===== config.mk =====
export PLATFORM = sky130hd
export DESIGN_NAME = sspr_relay
export DESIGN_NICKNAME = d
export VERILOG_FILES = /design/src/include/sspr_pkg.sv /design/src/rtl/sspr_relay.sv /design/src/rtl/sspr_crc8_step.sv
export SDC_FILE = /design/constraint.sdc
export NUM_CORES = 1
export LEC_CHECK = 0
export CAP_MARGIN = 25
export CORE_AREA = 2 2 101 103
export CTS_BUF_LIST = sky130_fd_sc_hd__clkbuf_2
export DETAILED_ROUTE_END_ITERATION = 12
export DIE_AREA = 0 0 103 105
export DONT_BUFFER_PORTS = 1
export GPL_ROUTABILITY_DRIVEN = 0
export PLACE_DENSITY_LB_ADDON = 0.15
export SLEW_MARGIN = 30
export SYNTH_ARGS = -nofsm -noshare
export SYNTH_HDL_FRONTEND = slang
export SYNTH_SLANG_ARGS = --single-unit

===== constraint.sdc =====
create_clock -name clk -period 2.4 [get_ports clk]
set_input_delay 0.36 -clock clk [delete_from_list [all_inputs] [get_ports clk]]
set_output_delay 0.36 -clock clk [all_outputs]
set_load 0.1 [all_outputs]

===== src/include/sspr_pkg.sv =====
/*
 * Package for the stacked serial packet relay: packet layout constants,
 * address encodings, crc polynomial, receiver states and packed carriers.
 * Assumes a single 20 MHz system clock samples all serial pins.
 */
package sspr_pkg;

    // ========================================================
    // packet layout
    localparam logic [5:0] SSPR_ADDR_BCAST   = 6'h3F;
    localparam logic [5:0] SSPR_ADDR_NONE    = 6'h00;
    localparam int         SSPR_ADDR_MSB     = 6;
    localparam int         SSPR_ADDR_LSB     = 1;
    localparam int         SSPR_RW_BIT       = 0;
    localparam logic [7:0] SSPR_CRC_POLY     = 8'h07;
    localparam logic [7:0] SSPR_CRC_INIT     = 8'h00;
    localparam logic [7:0] SSPR_BYTE_RESET   = 8'h00;
    localparam logic [2:0] SSPR_BIT_LAST     = 3'h7;
    localparam logic [7:0] SSPR_LEN_RESET    = 8'h00;
    // write packet byte count with and without trailing check byte
    localparam logic [2:0] SSPR_WR_BYTES_CRC = 3'h4;
    localparam logic [2:0] SSPR_WR_BYTES_RAW = 3'h3;

    // ========================================================
    // receiver states
    typedef enum logic [2:0] {
        SSPR_ST_ADDR = 3'b000,
        SSPR_ST_OFFS = 3'b001,
        SSPR_ST_LEN  = 3'b010,
        SSPR_ST_WDAT = 3'b011,
        SSPR_ST_WCRC = 3'b100,
        SSPR_ST_RDAT = 3'b101,
        SSPR_ST_RCRC = 3'b110,
        SSPR_ST_DONE = 3'b111
    } sspr_state_t;

    // ========================================================
    // carriers
    typedef struct packed {
        logic       select;
        logic       sclk;
        logic       sdi;
        logic       sdo;
        logic       convStart;
        logic       dataReady;
        logic       alert;
    } sspr_link_t;

    typedef struct packed {
        logic [5:0] addr;
        logic [7:0] offset;
        logic [7:0] data;
    } sspr_write_t;

endpackage


===== src/rtl/sspr_relay.sv =====
/*
 * Serial packet relay of a stackable monitor: host port, vertical link
 * relay north and south, packet framing, crc generation and checking.
 * Assumes a 20 MHz clk that oversamples the serial clock (400 ns period)
 * and a register file outside that answers readByte for readOffset.
 */
`timescale 1ns/1ps
module sspr_relay (
    // clock and reset
    input  wire logic                clk,
    input  wire logic                rst_n,
    // configuration and strap
    input  wire logic                isBase,
    input  wire logic [5:0]          deviceAddr,
    input  wire logic                check_byte_disable,
    // host port
    input  wire logic                hostSelect_n,
    input  wire logic                hostSclk,
    input  wire logic                host_serial_in,
    output logic                     host_serial_out,
    output logic                     hostAlert,
    // south side of the vertical link
    input  wire sspr_pkg::sspr_link_t southIn,
    output sspr_pkg::sspr_link_t     southOut,
    // north side of the vertical link
    input  wire sspr_pkg::sspr_link_t northIn,
    output sspr_pkg::sspr_link_t     northOut,
    // register file side
    output logic [7:0]               readOffset,
    input  wire logic [7:0]          readByte,
    output logic                     writeStrobe,
    output sspr_pkg::sspr_write_t    writeData,
    input  wire logic                faultClear,
    output logic                     crcFault,
    output logic                     linkActive
);
    import sspr_pkg::*;

    // ========================================================
    // input synchronisers: two flops before any logic looks
    localparam int NSYNC = 10;
    logic [NSYNC-1:0] rawIn;
    logic [NSYNC-1:0] syncA;
    logic [NSYNC-1:0] syncB;
    assign rawIn = {~hostSelect_n, hostSclk, host_serial_in,
                    southIn.select, southIn.sclk, southIn.sdi,
                    northIn.sdo, southIn.convStart, northIn.dataReady,
                    northIn.alert};
    always_ff @(posedge clk) begin
        if (!rst_n) begin
            {syncB, syncA} <= '0;
        end else begin
            {syncB, syncA} <= {syncA, rawIn};
        end
    end

    // pick host or south side depending on base strap
    logic selIn, sclkIn, sdiIn;
    logic nSdo, sConv, nDrdy, nAlert;
    assign selIn  = isBase ? syncB[9] : syncB[6];
    assign sclkIn = isBase ? syncB[8] : syncB[5];
    assign sdiIn  = isBase ? syncB[7] : syncB[4];
    assign nSdo   = syncB[3];
    assign sConv  = syncB[2];
    assign nDrdy  = syncB[1];
    assign nAlert = syncB[0];

    // ========================================================
    // edge detection on the sampled serial clock and select
    logic sclkPrev_reg, selPrev_reg;
    logic sclkRise, sclkFall, selRise, selFall;
    assign sclkRise = sclkIn & ~sclkPrev_reg;
    assign sclkFall = ~sclkIn & sclkPrev_reg;
    assign selRise  = selIn & ~selPrev_reg;
    assign selFall  = ~selIn & selPrev_reg;

    // ========================================================
    // packet receiver state
    sspr_state_t state_reg, state_next;
    logic [2:0]  bitCnt_reg, bitCnt_next;
    logic [7:0]  shift_reg, shift_next;
    logic [7:0]  crc_reg, crc_next;
    logic [7:0]  len_reg, len_next;
    logic [7:0]  offs_reg, offs_next;
    logic [5:0]  addr_reg, addr_next;
    logic        isWrite_reg, isWrite_next;
    logic        hit_reg, hit_next;
    logic [7:0]  txByte_reg, txByte_next;
    logic        txOn_reg, txOn_next;
    logic        txBit_reg, txBit_next;
    sspr_write_t wbuf_reg, wbuf_next;
    logic [2:0]  wrBytes_reg, wrBytes_next;
    logic        fault_reg, fault_next;
    logic        strobe_reg, strobe_next;

    logic [7:0]  crcStep;
    logic [7:0]  byteIn;
    logic        addrValid;
    logic        crcTx;
    assign byteIn    = {shift_reg[6:0], sdiIn};
    assign addrValid = deviceAddr != SSPR_ADDR_NONE;

    // crc over received bit, or over transmitted bit while replying
    sspr_crc8_step uCrc (.crcIn(crc_reg), .bitIn(crcTx), .crcOut(crcStep));
    assign crcTx = (state_reg == SSPR_ST_RDAT) ? txByte_reg[7] : sdiIn;

    // next-state logic for the receiver and reply shifter
    always_comb begin
        state_next   = state_reg;
        bitCnt_next  = bitCnt_reg;
        shift_next   = shift_reg;
        crc_next     = crc_reg;
        len_next     = len_reg;
        offs_next    = offs_reg;
        addr_next    = addr_reg;
        isWrite_next = isWrite_reg;
        hit_next     = hit_reg;
        txByte_next  = txByte_reg;
        txOn_next    = txOn_reg;
        txBit_next   = txBit_reg;
        wbuf_next    = wbuf_reg;
        wrBytes_next = wrBytes_reg;
        fault_next   = fault_reg;
        strobe_next  = 1'b0;
        // clear first: a fault set further down in this cycle wins
        if (faultClear) begin
            fault_next = 1'b0;
        end
        if (selRise) begin
            // select assertion resynchronises the receiver
            state_next   = SSPR_ST_ADDR;
            bitCnt_next  = '0;
            shift_next   = SSPR_BYTE_RESET;
            crc_next     = SSPR_CRC_INIT;
            len_next     = SSPR_LEN_RESET;
            hit_next     = 1'b0;
            txOn_next    = 1'b0;
            txBit_next   = 1'b0;
            wrBytes_next = '0;
        end else if (selFall) begin
            txOn_next  = 1'b0;
            txBit_next = 1'b0;
            if (hit_reg && isWrite_reg) begin
                if (check_byte_disable) begin
                    strobe_next = wrBytes_reg == SSPR_WR_BYTES_RAW;
                end else if (wrBytes_reg == SSPR_WR_BYTES_CRC
                             && crc_reg == SSPR_CRC_INIT) begin
                    strobe_next = 1'b1;
                    fault_next  = 1'b0;
                end else begin
                    fault_next  = 1'b1;
                end
            end
            state_next = SSPR_ST_DONE;
        end else if (selIn && sclkRise && txOn_reg) begin
            // mode 1: present next reply bit on the rising edge
            txBit_next = txByte_reg[7];
        end else if (selIn && sclkFall) begin
            shift_next  = byteIn;
            bitCnt_next = bitCnt_reg + 3'h1;
            if (state_reg != SSPR_ST_RCRC && state_reg != SSPR_ST_DONE) begin
                crc_next = crcStep;
            end
            if (state_reg == SSPR_ST_RDAT || state_reg == SSPR_ST_RCRC) begin
                txByte_next = {txByte_reg[6:0], 1'b0};
            end
            if (bitCnt_reg == SSPR_BIT_LAST) begin
                if (isWrite_reg && hit_reg) begin
                    wrBytes_next = wrBytes_reg + 3'h1;
                end
                case (state_reg)
                    SSPR_ST_ADDR: begin
                        addr_next    = byteIn[SSPR_ADDR_MSB:SSPR_ADDR_LSB];
                        isWrite_next = byteIn[SSPR_RW_BIT];
                        hit_next     = addrValid &&
                            (byteIn[SSPR_ADDR_MSB:SSPR_ADDR_LSB] == deviceAddr
                             || (byteIn[SSPR_RW_BIT] &&
                                 byteIn[SSPR_ADDR_MSB:SSPR_ADDR_LSB]
                                 == SSPR_ADDR_BCAST));
                        wrBytes_next = {2'b00, byteIn[SSPR_RW_BIT]};
                        state_next   = SSPR_ST_OFFS;
                    end
                    SSPR_ST_OFFS: begin
                        offs_next  = byteIn;
                        state_next = isWrite_reg ? SSPR_ST_WDAT
                                                 : SSPR_ST_LEN;
                    end
                    SSPR_ST_LEN: begin
                        len_next    = byteIn;
                        txByte_next = readByte;
                        txOn_next   = hit_reg;
                        state_next  = (byteIn == SSPR_LEN_RESET)
                                      ? SSPR_ST_RCRC : SSPR_ST_RDAT;
                        if (byteIn == SSPR_LEN_RESET) begin
                            txByte_next = crcStep;
                            txOn_next   = hit_reg && !check_byte_disable;
                        end
                    end
                    SSPR_ST_WDAT: begin
                        wbuf_next  = '{addr: addr_reg, offset: offs_reg,
                                       data: byteIn};
                        state_next = SSPR_ST_WCRC;
                    end
                    SSPR_ST_RDAT: begin
                        len_next  = len_reg - 8'h01;
                        offs_next = offs_reg + 8'h01;
                        if (len_reg == 8'h01) begin
                            state_next  = SSPR_ST_RCRC;
                            txByte_next = crcStep;
                            txOn_next   = hit_reg && !check_byte_disable;
                        end else begin
                            txByte_next = readByte;
                        end
                    end
                    SSPR_ST_RCRC: begin
                        state_next = SSPR_ST_DONE;
                        txOn_next  = 1'b0;
                    end
                    default: begin
                        state_next = state_reg;
                    end
                endcase
            end
        end
        // select not held: keep the link in its low-power idle
        if (!selIn) begin
            txOn_next  = 1'b0;
            txBit_next = 1'b0;
        end
    end

    // offset requested from the register file for the next reply byte
    logic [7:0] rdOffs;
    assign rdOffs = (state_reg == SSPR_ST_LEN) ? offs_reg
                                               : offs_reg + 8'h01;

    // receiver and reply registers
    always_ff @(posedge clk) begin
        if (!rst_n) begin
            sclkPrev_reg <= 1'b0;
            selPrev_reg  <= 1'b0;
            state_reg    <= SSPR_ST_DONE;
            bitCnt_reg   <= '0;
            shift_reg    <= SSPR_BYTE_RESET;
            crc_reg      <= SSPR_CRC_INIT;
            len_reg      <= SSPR_LEN_RESET;
            offs_reg     <= SSPR_BYTE_RESET;
            addr_reg     <= SSPR_ADDR_NONE;
            isWrite_reg  <= 1'b0;
            hit_reg      <= 1'b0;
            txByte_reg   <= SSPR_BYTE_RESET;
            txOn_reg     <= 1'b0;
            txBit_reg    <= 1'b0;
            wbuf_reg     <= '0;
            wrBytes_reg  <= '0;
            fault_reg    <= 1'b0;
            strobe_reg   <= 1'b0;
        end else begin
            sclkPrev_reg <= sclkIn;
            selPrev_reg  <= selIn;
            state_reg    <= state_next;
            bitCnt_reg   <= bitCnt_next;
            shift_reg    <= shift_next;
            crc_reg      <= crc_next;
            len_reg      <= len_next;
            offs_reg     <= offs_next;
            addr_reg     <= addr_next;
            isWrite_reg  <= isWrite_next;
            hit_reg      <= hit_next;
            txByte_reg   <= txByte_next;
            txOn_reg     <= txOn_next;
            txBit_reg    <= txBit_next;
            wbuf_reg     <= wbuf_next;
            wrBytes_reg  <= wrBytes_next;
            fault_reg    <= fault_next;
            strobe_reg   <= strobe_next;
        end
    end

    // ========================================================
    // relay outputs, all registered
    logic       hostOut_next, hostAlert_next;
    sspr_link_t south_next, north_next;
    always_comb begin
        // reply leaves southward; relayed data from above joins it
        south_next           = '0;
        south_next.sdo       = !isBase && (txBit_reg | nSdo);
        south_next.dataReady = nDrdy;
        south_next.alert     = !isBase && (fault_reg | nAlert);
        hostOut_next         = isBase && (txBit_reg | nSdo);
        hostAlert_next       = isBase && (fault_reg | nAlert);
        // upward: select active high, clock and data gated by select
        north_next           = '0;
        north_next.select    = selIn && addrValid;
        north_next.sclk      = selIn && sclkIn;
        north_next.sdi       = selIn && sdiIn;
        north_next.convStart = sConv;
    end

    always_ff @(posedge clk) begin
        if (!rst_n) begin
            host_serial_out <= 1'b0;
            hostAlert       <= 1'b0;
            southOut        <= '0;
            northOut        <= '0;
            readOffset      <= SSPR_BYTE_RESET;
            writeStrobe     <= 1'b0;
            writeData       <= '0;
            crcFault        <= 1'b0;
            linkActive      <= 1'b0;
        end else begin
            host_serial_out <= hostOut_next;
            hostAlert       <= hostAlert_next;
            southOut        <= south_next;
            northOut        <= north_next;
            readOffset      <= rdOffs;
            writeStrobe <= strobe_reg;
            writeData   <= wbuf_reg;
            crcFault    <= fault_reg;
            linkActive  <= selIn;
        end
    end
endmodule


===== src/rtl/sspr_crc8_step.sv =====
/*
 * One-bit step of the packet crc-8 (x^8+x^2+x+1), msb first.
 * Assumes the caller holds the crc register and resets it per packet.
 */
`timescale 1ns/1ps
module sspr_crc8_step (
    // crc in and out
    input  wire logic [7:0] crcIn,
    input  wire logic       bitIn,
    output logic      [7:0] crcOut
);
    import sspr_pkg::*;

    // shift left, fold the polynomial when msb and input differ
    always_comb begin
        if (crcIn[7] ^ bitIn) begin
            crcOut = {crcIn[6:0], 1'b0} ^ SSPR_CRC_POLY;
        end else begin
            crcOut = {crcIn[6:0], 1'b0};
        end
    end
endmodule


==> impl_metrics.ini, run 1 <==
[floorplan]
die_h_um = 105
coreArea_mm2 = 0.009639
initial_core_util = 0.6341
io_pins = 85
die_area_mm2 = 0.01082
fp.dieW_um = 103
rows = 36

[clock_tree]
cts_setup_buffers = 0
cts-root-buf = clkbuf_2
cts_sinks = 145
path_clk_slew_ns = 0.19
cts-htree-levels = 4
cts-buffers-inserted = 17
insertion_delay_ns = 0.71
cts_tree = yes
cts_buffer_depth = 2

[setup_path]
timing.critical_path.buf_inv = 2
worstPathCellList = mux2i_2 -> ha_1 -> buf_4 -> nand3_1 -> nor3_2 -> nor3b_1 -> a21oi_1 -> dlygate4sd3_1 -> nor2b_1
start_kind = flip-flop
cp-end-kind = flip-flop
slowest_stage = dlygate4sd3_1
arrival_ns = 2.79
crit_fanout = 6
path_class = flip-flop to flip-flop
required_ns = 3.01
crit_path_max_incr_delay_ns = 0.57
critPathTopFamily = buffers and inverters

[timing]
final-max-slew-violation-count = 0
worst_pin_slew_ns = 0.5482
setup_viol = 0
whs_ns = 0.03751
fin_skew_ns = 0.03231
tns_ns = 0
grt_setup_unrepaired = false
final.min_clock_period_ns = 2.180
period_share = 0.9083
maxSlewHeadroom = 0.6325
fmax_mhz = 458.7
finalHoldViolCount = 0

[global_routing]
grt_antenna_before_repair = 0
grt.overflow.total = 0
grt_first_pass_wirelength_mm = 22.34
grt_pass1_vias = 4630
grt_max_degree = 118
track_usage = 0.2639

[final_layout]
area_growth_pct = 14.27
diodes = 0
fin_nets = 784
drive_gt1_frac = 0.1551

[pwr]
max-vdd-ir-drop_mv = 0.2940
p_leak_nw = 2.717
power_density_mw_per_mm2 = 555.3
finalPower_w = 0.003878

[synth]
netlist_top_cells_count = dfxtp_1 (145), nand2_1 (103), and2_1 (50), a21oi_1 (39), nor2_1 (34)
yosysUniqueCellTypes = 69
yosysWarningCount = 0
yosysSeqAreaShare = 0.4749
synth_top_area_cell = dfxtp_1
synth_area_leaders = dfxtp_1 (47%), nand2_1 (6.3%), and2_1 (5.1%)
synth_top_flop_cell = dfxtp_1
syn_area_mm2 = 0.006112
syn_avg_cell_area_um2 = 9.150
synth_edf_count = 0
synth-seq-cells = 145
yosysMostFrequentCell = dfxtp_1
synth_top_area_frac = 0.4749
ys_async_sr_fraction = 0
syn_inst = 668

[detailed_routing]
wl_met1_mm = 5.917
drtIter0Drc = 359
wirelength_mm = 13.59
post_drt_wl_per_cell_um = 15.43
wl_met2_mm = 6.483
top_layer_used = met4
firstDrtPassIters = 5
drc = 0
wl_met3_um = 917
ant_nets = 0
vias = 4941
drt-vias-per-instance = 5.608

[placed_design]
numPortBuffers = 0
detailed_place_hpwl_mm = 9.085

[outcome]
outcome = completed

[run]
maxCapViolCount = 0

[worst_hold_path]
hold_class = input port to flip-flop
cells in the final DEF (no fill, tap or decap), drive strengths merged, types with 9 or more instances in the layout:
cell type / instances
dfxtp: 145
nand2: 103
buf: 67
and2: 50
a21oi: 40
nor2: 35
dlygate4sd3: 30
a21boi: 27
mux2i: 24
o21ai: 20
clkbuf: 17
inv: 17
nor2b: 16
ha: 10
nor3: 10
nand3: 9
clkinv: 9
kinds of logic after synthesis:
kind of cell,synth area share
mux,0.04299
fa+ha+maj,0.02047
other cells,0.0006135
xor+xnor,0.02313
simple gates,0.2215
buf+inv,0.05937
flops,0.4749
compound gates,0.1570
routing by layer:
| metal | global-route usage | up-vias |
|---|---|---|
| met1 | 0.3410 | 2322 |
| li1 | - | 2414 |
| met2 | 0.4221 | 175 |
| met4 | 0.09492 | 0 |
| met5 | 0 | - |
| met3 | 0.06957 | 30 |
path summary, 6_finish.rpt:
path | slack, ns | depth (start not counted) | from | to
worst max-delay path | 0.22 | 9 | syncB[6] | fault_reg
worst min-delay path | 0.04 | 2 | isBase | txOn_reg
worst max register to register | 0.22 | 9 | syncB[6] | fault_reg
worst min register to register | 0.45 | 1 | wbuf_reg[12] | writeData[12]
metrics by stage:
| stage | worst slack [ns] | instances | util | cell area [µm²] |
|---|---|---|---|---|
| final | 0.2201 | 881 | 0.7246 | 6984 |
| after global routing | 0.02220 | 881 | 0.7246 | 6984 |
| after CTS | 0.1471 | 881 | 0.7237 | 6975 |
| after detailed placement | 0.2214 | 821 | 0.6734 | 6491 |
| after global placement | 0.2608 | 821 | 0.6734 | 6491 |
| after floorplan | 0.2285 | 674 | - | 6136 |
where the power goes:
part / switching, W / internal (W)
sequential: 0.0000228 / 0.00244
combinational: 0.000222 / 0.000116
clock: 0.000838 / 0.000242
layout make-up:
type / count / area [µm²]
flip-flops and latches: 145 / 2904
multi-input cells: 462 / 2878
fillers: 793 / 2655
repair buffers: 97 / 823.3
well taps: 133 / 166.4
clock buffers: 17 / 85.08
clock inverters: 12 / 71.32
inverters: 15 / 56.30
timing repair:
| item | in CTS | in global routing |
|---|---|---|
| hold endpoints to repair | 118 | 0 |
| setup endpoints to repair | 0 | 3 |
| gates resized for setup | 0 | 2 |
| hold buffers | 31 | 0 |
(Power assumes the default switching activity.)
==> inputs of run 2 (changes only) <==
--- a/config.mk
+++ b/config.mk
@@ -6,10 +6,10 @@
 export NUM_CORES = 1
 export LEC_CHECK = 0
 export CAP_MARGIN = 25
-export CORE_AREA = 2 2 101 103
+export CORE_AREA = 8 8 107 109
 export CTS_BUF_LIST = sky130_fd_sc_hd__clkbuf_2
 export DETAILED_ROUTE_END_ITERATION = 12
-export DIE_AREA = 0 0 103 105
+export DIE_AREA = 0 0 115 117
 export DONT_BUFFER_PORTS = 1
 export GPL_ROUTABILITY_DRIVEN = 0
 export PLACE_DENSITY_LB_ADDON = 0.15
==> impl_metrics.ini, run 2 (same netlist as run 1, synthesis figures left out) <==
[clock_tree]
cts-buffers-inserted = 17
insertion_delay_ns = 0.72
cts_setup_buffers = 0
cts-htree-levels = 4
cts-root-buf = clkbuf_2
cts_buffer_depth = 2
cts_tree = yes
cts_sinks = 145
path_clk_slew_ns = 0.20

[final_layout]
fin_util = 0.7196
drive_gt1_frac = 0.1585
layout_commonest_cell = dfxtp_1
final_cell_mix = dfxtp_1 (144), nand2_1 (103), buf_4 (63)
fin_nets = 784
nFillCells = 810
area_growth_pct = 16.64
diodes = 0
fin_cells = 887

[setup_path]
crit_fanout = 7
slowest_stage = dlygate4sd3_1
start_kind = flip-flop
arrival_ns = 2.88
path_class = flip-flop to flip-flop
required_ns = 3.04
crit_path_max_incr_delay_ns = 0.56
cp-end-kind = flip-flop
worstPathCellList = mux2i_2 -> ha_2 -> nand3_1 -> nor3_1 -> nor3b_1 -> a21oi_1 -> dlygate4sd3_1 -> nor2b_1

[timing]
worst_pin_slew_ns = 0.6343
grt_setup_unrepaired = false
tns_ns = 0
final.setup.worst_slack_ns = 0.1586
whs_ns = 0.06821
maxSlewHeadroom = 0.5748
final-max-slew-violation-count = 0
final.min_clock_period_ns = 2.241
setup_viol = 0
finalHoldViolCount = 0
fmax_mhz = 446.2
period_share = 0.9339
fin_skew_ns = 0.02524

[global_routing]
grt.overflow.total = 0
grt_first_pass_wirelength_mm = 22.57
grt_antenna_before_repair = 0
grt_max_degree = 117
grt_pass1_vias = 4683
track_usage = 0.2128

[placed_design]
numPortBuffers = 0
pre_cts_ws_ns = 0.1606
placed_cells_incl_taps = 822
detailed_place_hpwl_mm = 9.339

[floorplan]
rows = 37
die_area_mm2 = 0.01346
coreArea_mm2 = 0.009907
fp.dieW_um = 115
initial_core_util = 0.6169
die_h_um = 117
io_pins = 85

[detailed_routing]
wl_met2_mm = 6.522
drc = 0
drtIter0Drc = 502
wl_met3_mm = 1.040
wirelength_mm = 13.98
firstDrtPassIters = 5
ant_nets = 0
wl_met1_mm = 6.182
post_drt_wl_per_cell_um = 15.76
drt-vias-per-instance = 5.564
top_layer_used = met4
vias = 4935

[pwr]
power_density_mw_per_mm2 = 610.2
switchingPower_w = 0.001100
clkPwrFrac = 0.356
p_leak_nw = 2.763
seq_power_share = 0.565
combPwrFrac = 0.079
max-vdd-ir-drop_mv = 0.4046
intPower_w = 0.003250
switching_share = 0.2529

[run]
maxCapViolCount = 0

[outcome]
outcome = completed

[worst_hold_path]
hold_class = input port to flip-flop
run 2: final cells by class:
class / count / area, µm² / share of cell area
Tap cell: 136 / 170.2 / 0.02387
Multi-Input combinational cell: 462 / 2875 / 0.4033
Sequential cell: 145 / 2904 / 0.4073
Timing Repair Buffer: 97 / 840.8 / 0.1179
Inverter: 15 / 56.30 / 0.007898
Clock inverter: 13 / 187.7 / 0.02633
Clock buffer: 19 / 95.09 / 0.01334
run 2: power by group through the flow:
stage	Clock [W]	Sequential (W)	Combinational, W
floorplan	0	0.00252	0.000237
global placement	0	0.00250	0.000263
detailed placement	0	0.00251	0.000267
CTS	0.00158	0.00246	0.000336
global route	0.00170	0.00246	0.000364
finish	0.00155	0.00246	0.000344
run 2: critical path, delay by kind of cell (launching register included):
kind	cells	cell delay (ns)
compound gates	1	0.13
fa+ha+maj	1	0.34
buf+inv	1	0.56
flops	1	0.37
mux	1	0.26
simple gates	4	0.52
run 2: stage by stage:
| step | instance area (µm²) | total power [W] |
|---|---|---|
| floorplan | 6136 | 0.002762 |
| global placement | 6492 | 0.002767 |
| detailed placement | 6492 | 0.002772 |
| CTS | 7113 | 0.004374 |
| global route | 7129 | 0.004527 |
| finish | 7129 | 0.004350 |
run 2: metal layers:
| metal | track usage | up-vias |
|---|---|---|
| met5 | 0 | - |
| met4 | 0.08669 | 0 |
| met3 | 0.06362 | 25 |
| met2 | 0.3328 | 186 |
| met1 | 0.2698 | 2299 |
| li1 | - | 2425 |
run 2: final timing paths:
check | from | endpoint | slack [ns] | depth (start not counted)
setup / recovery | syncB[6] | fault_reg | 0.16 | 8
hold / removal | deviceAddr[3] | hit_reg | 0.07 | 4
setup reg to reg | syncB[6] | fault_reg | 0.16 | 8
hold reg to reg | wbuf_reg[8] | wbuf_reg[8] | 0.46 | 2
run 2: what timing repair did:
item                       in CTS  in global routing
hold endpoints to repair      118                  2
hold buffers                   32                  1
setup endpoints to repair       0                  1
resized for setup               0                  2
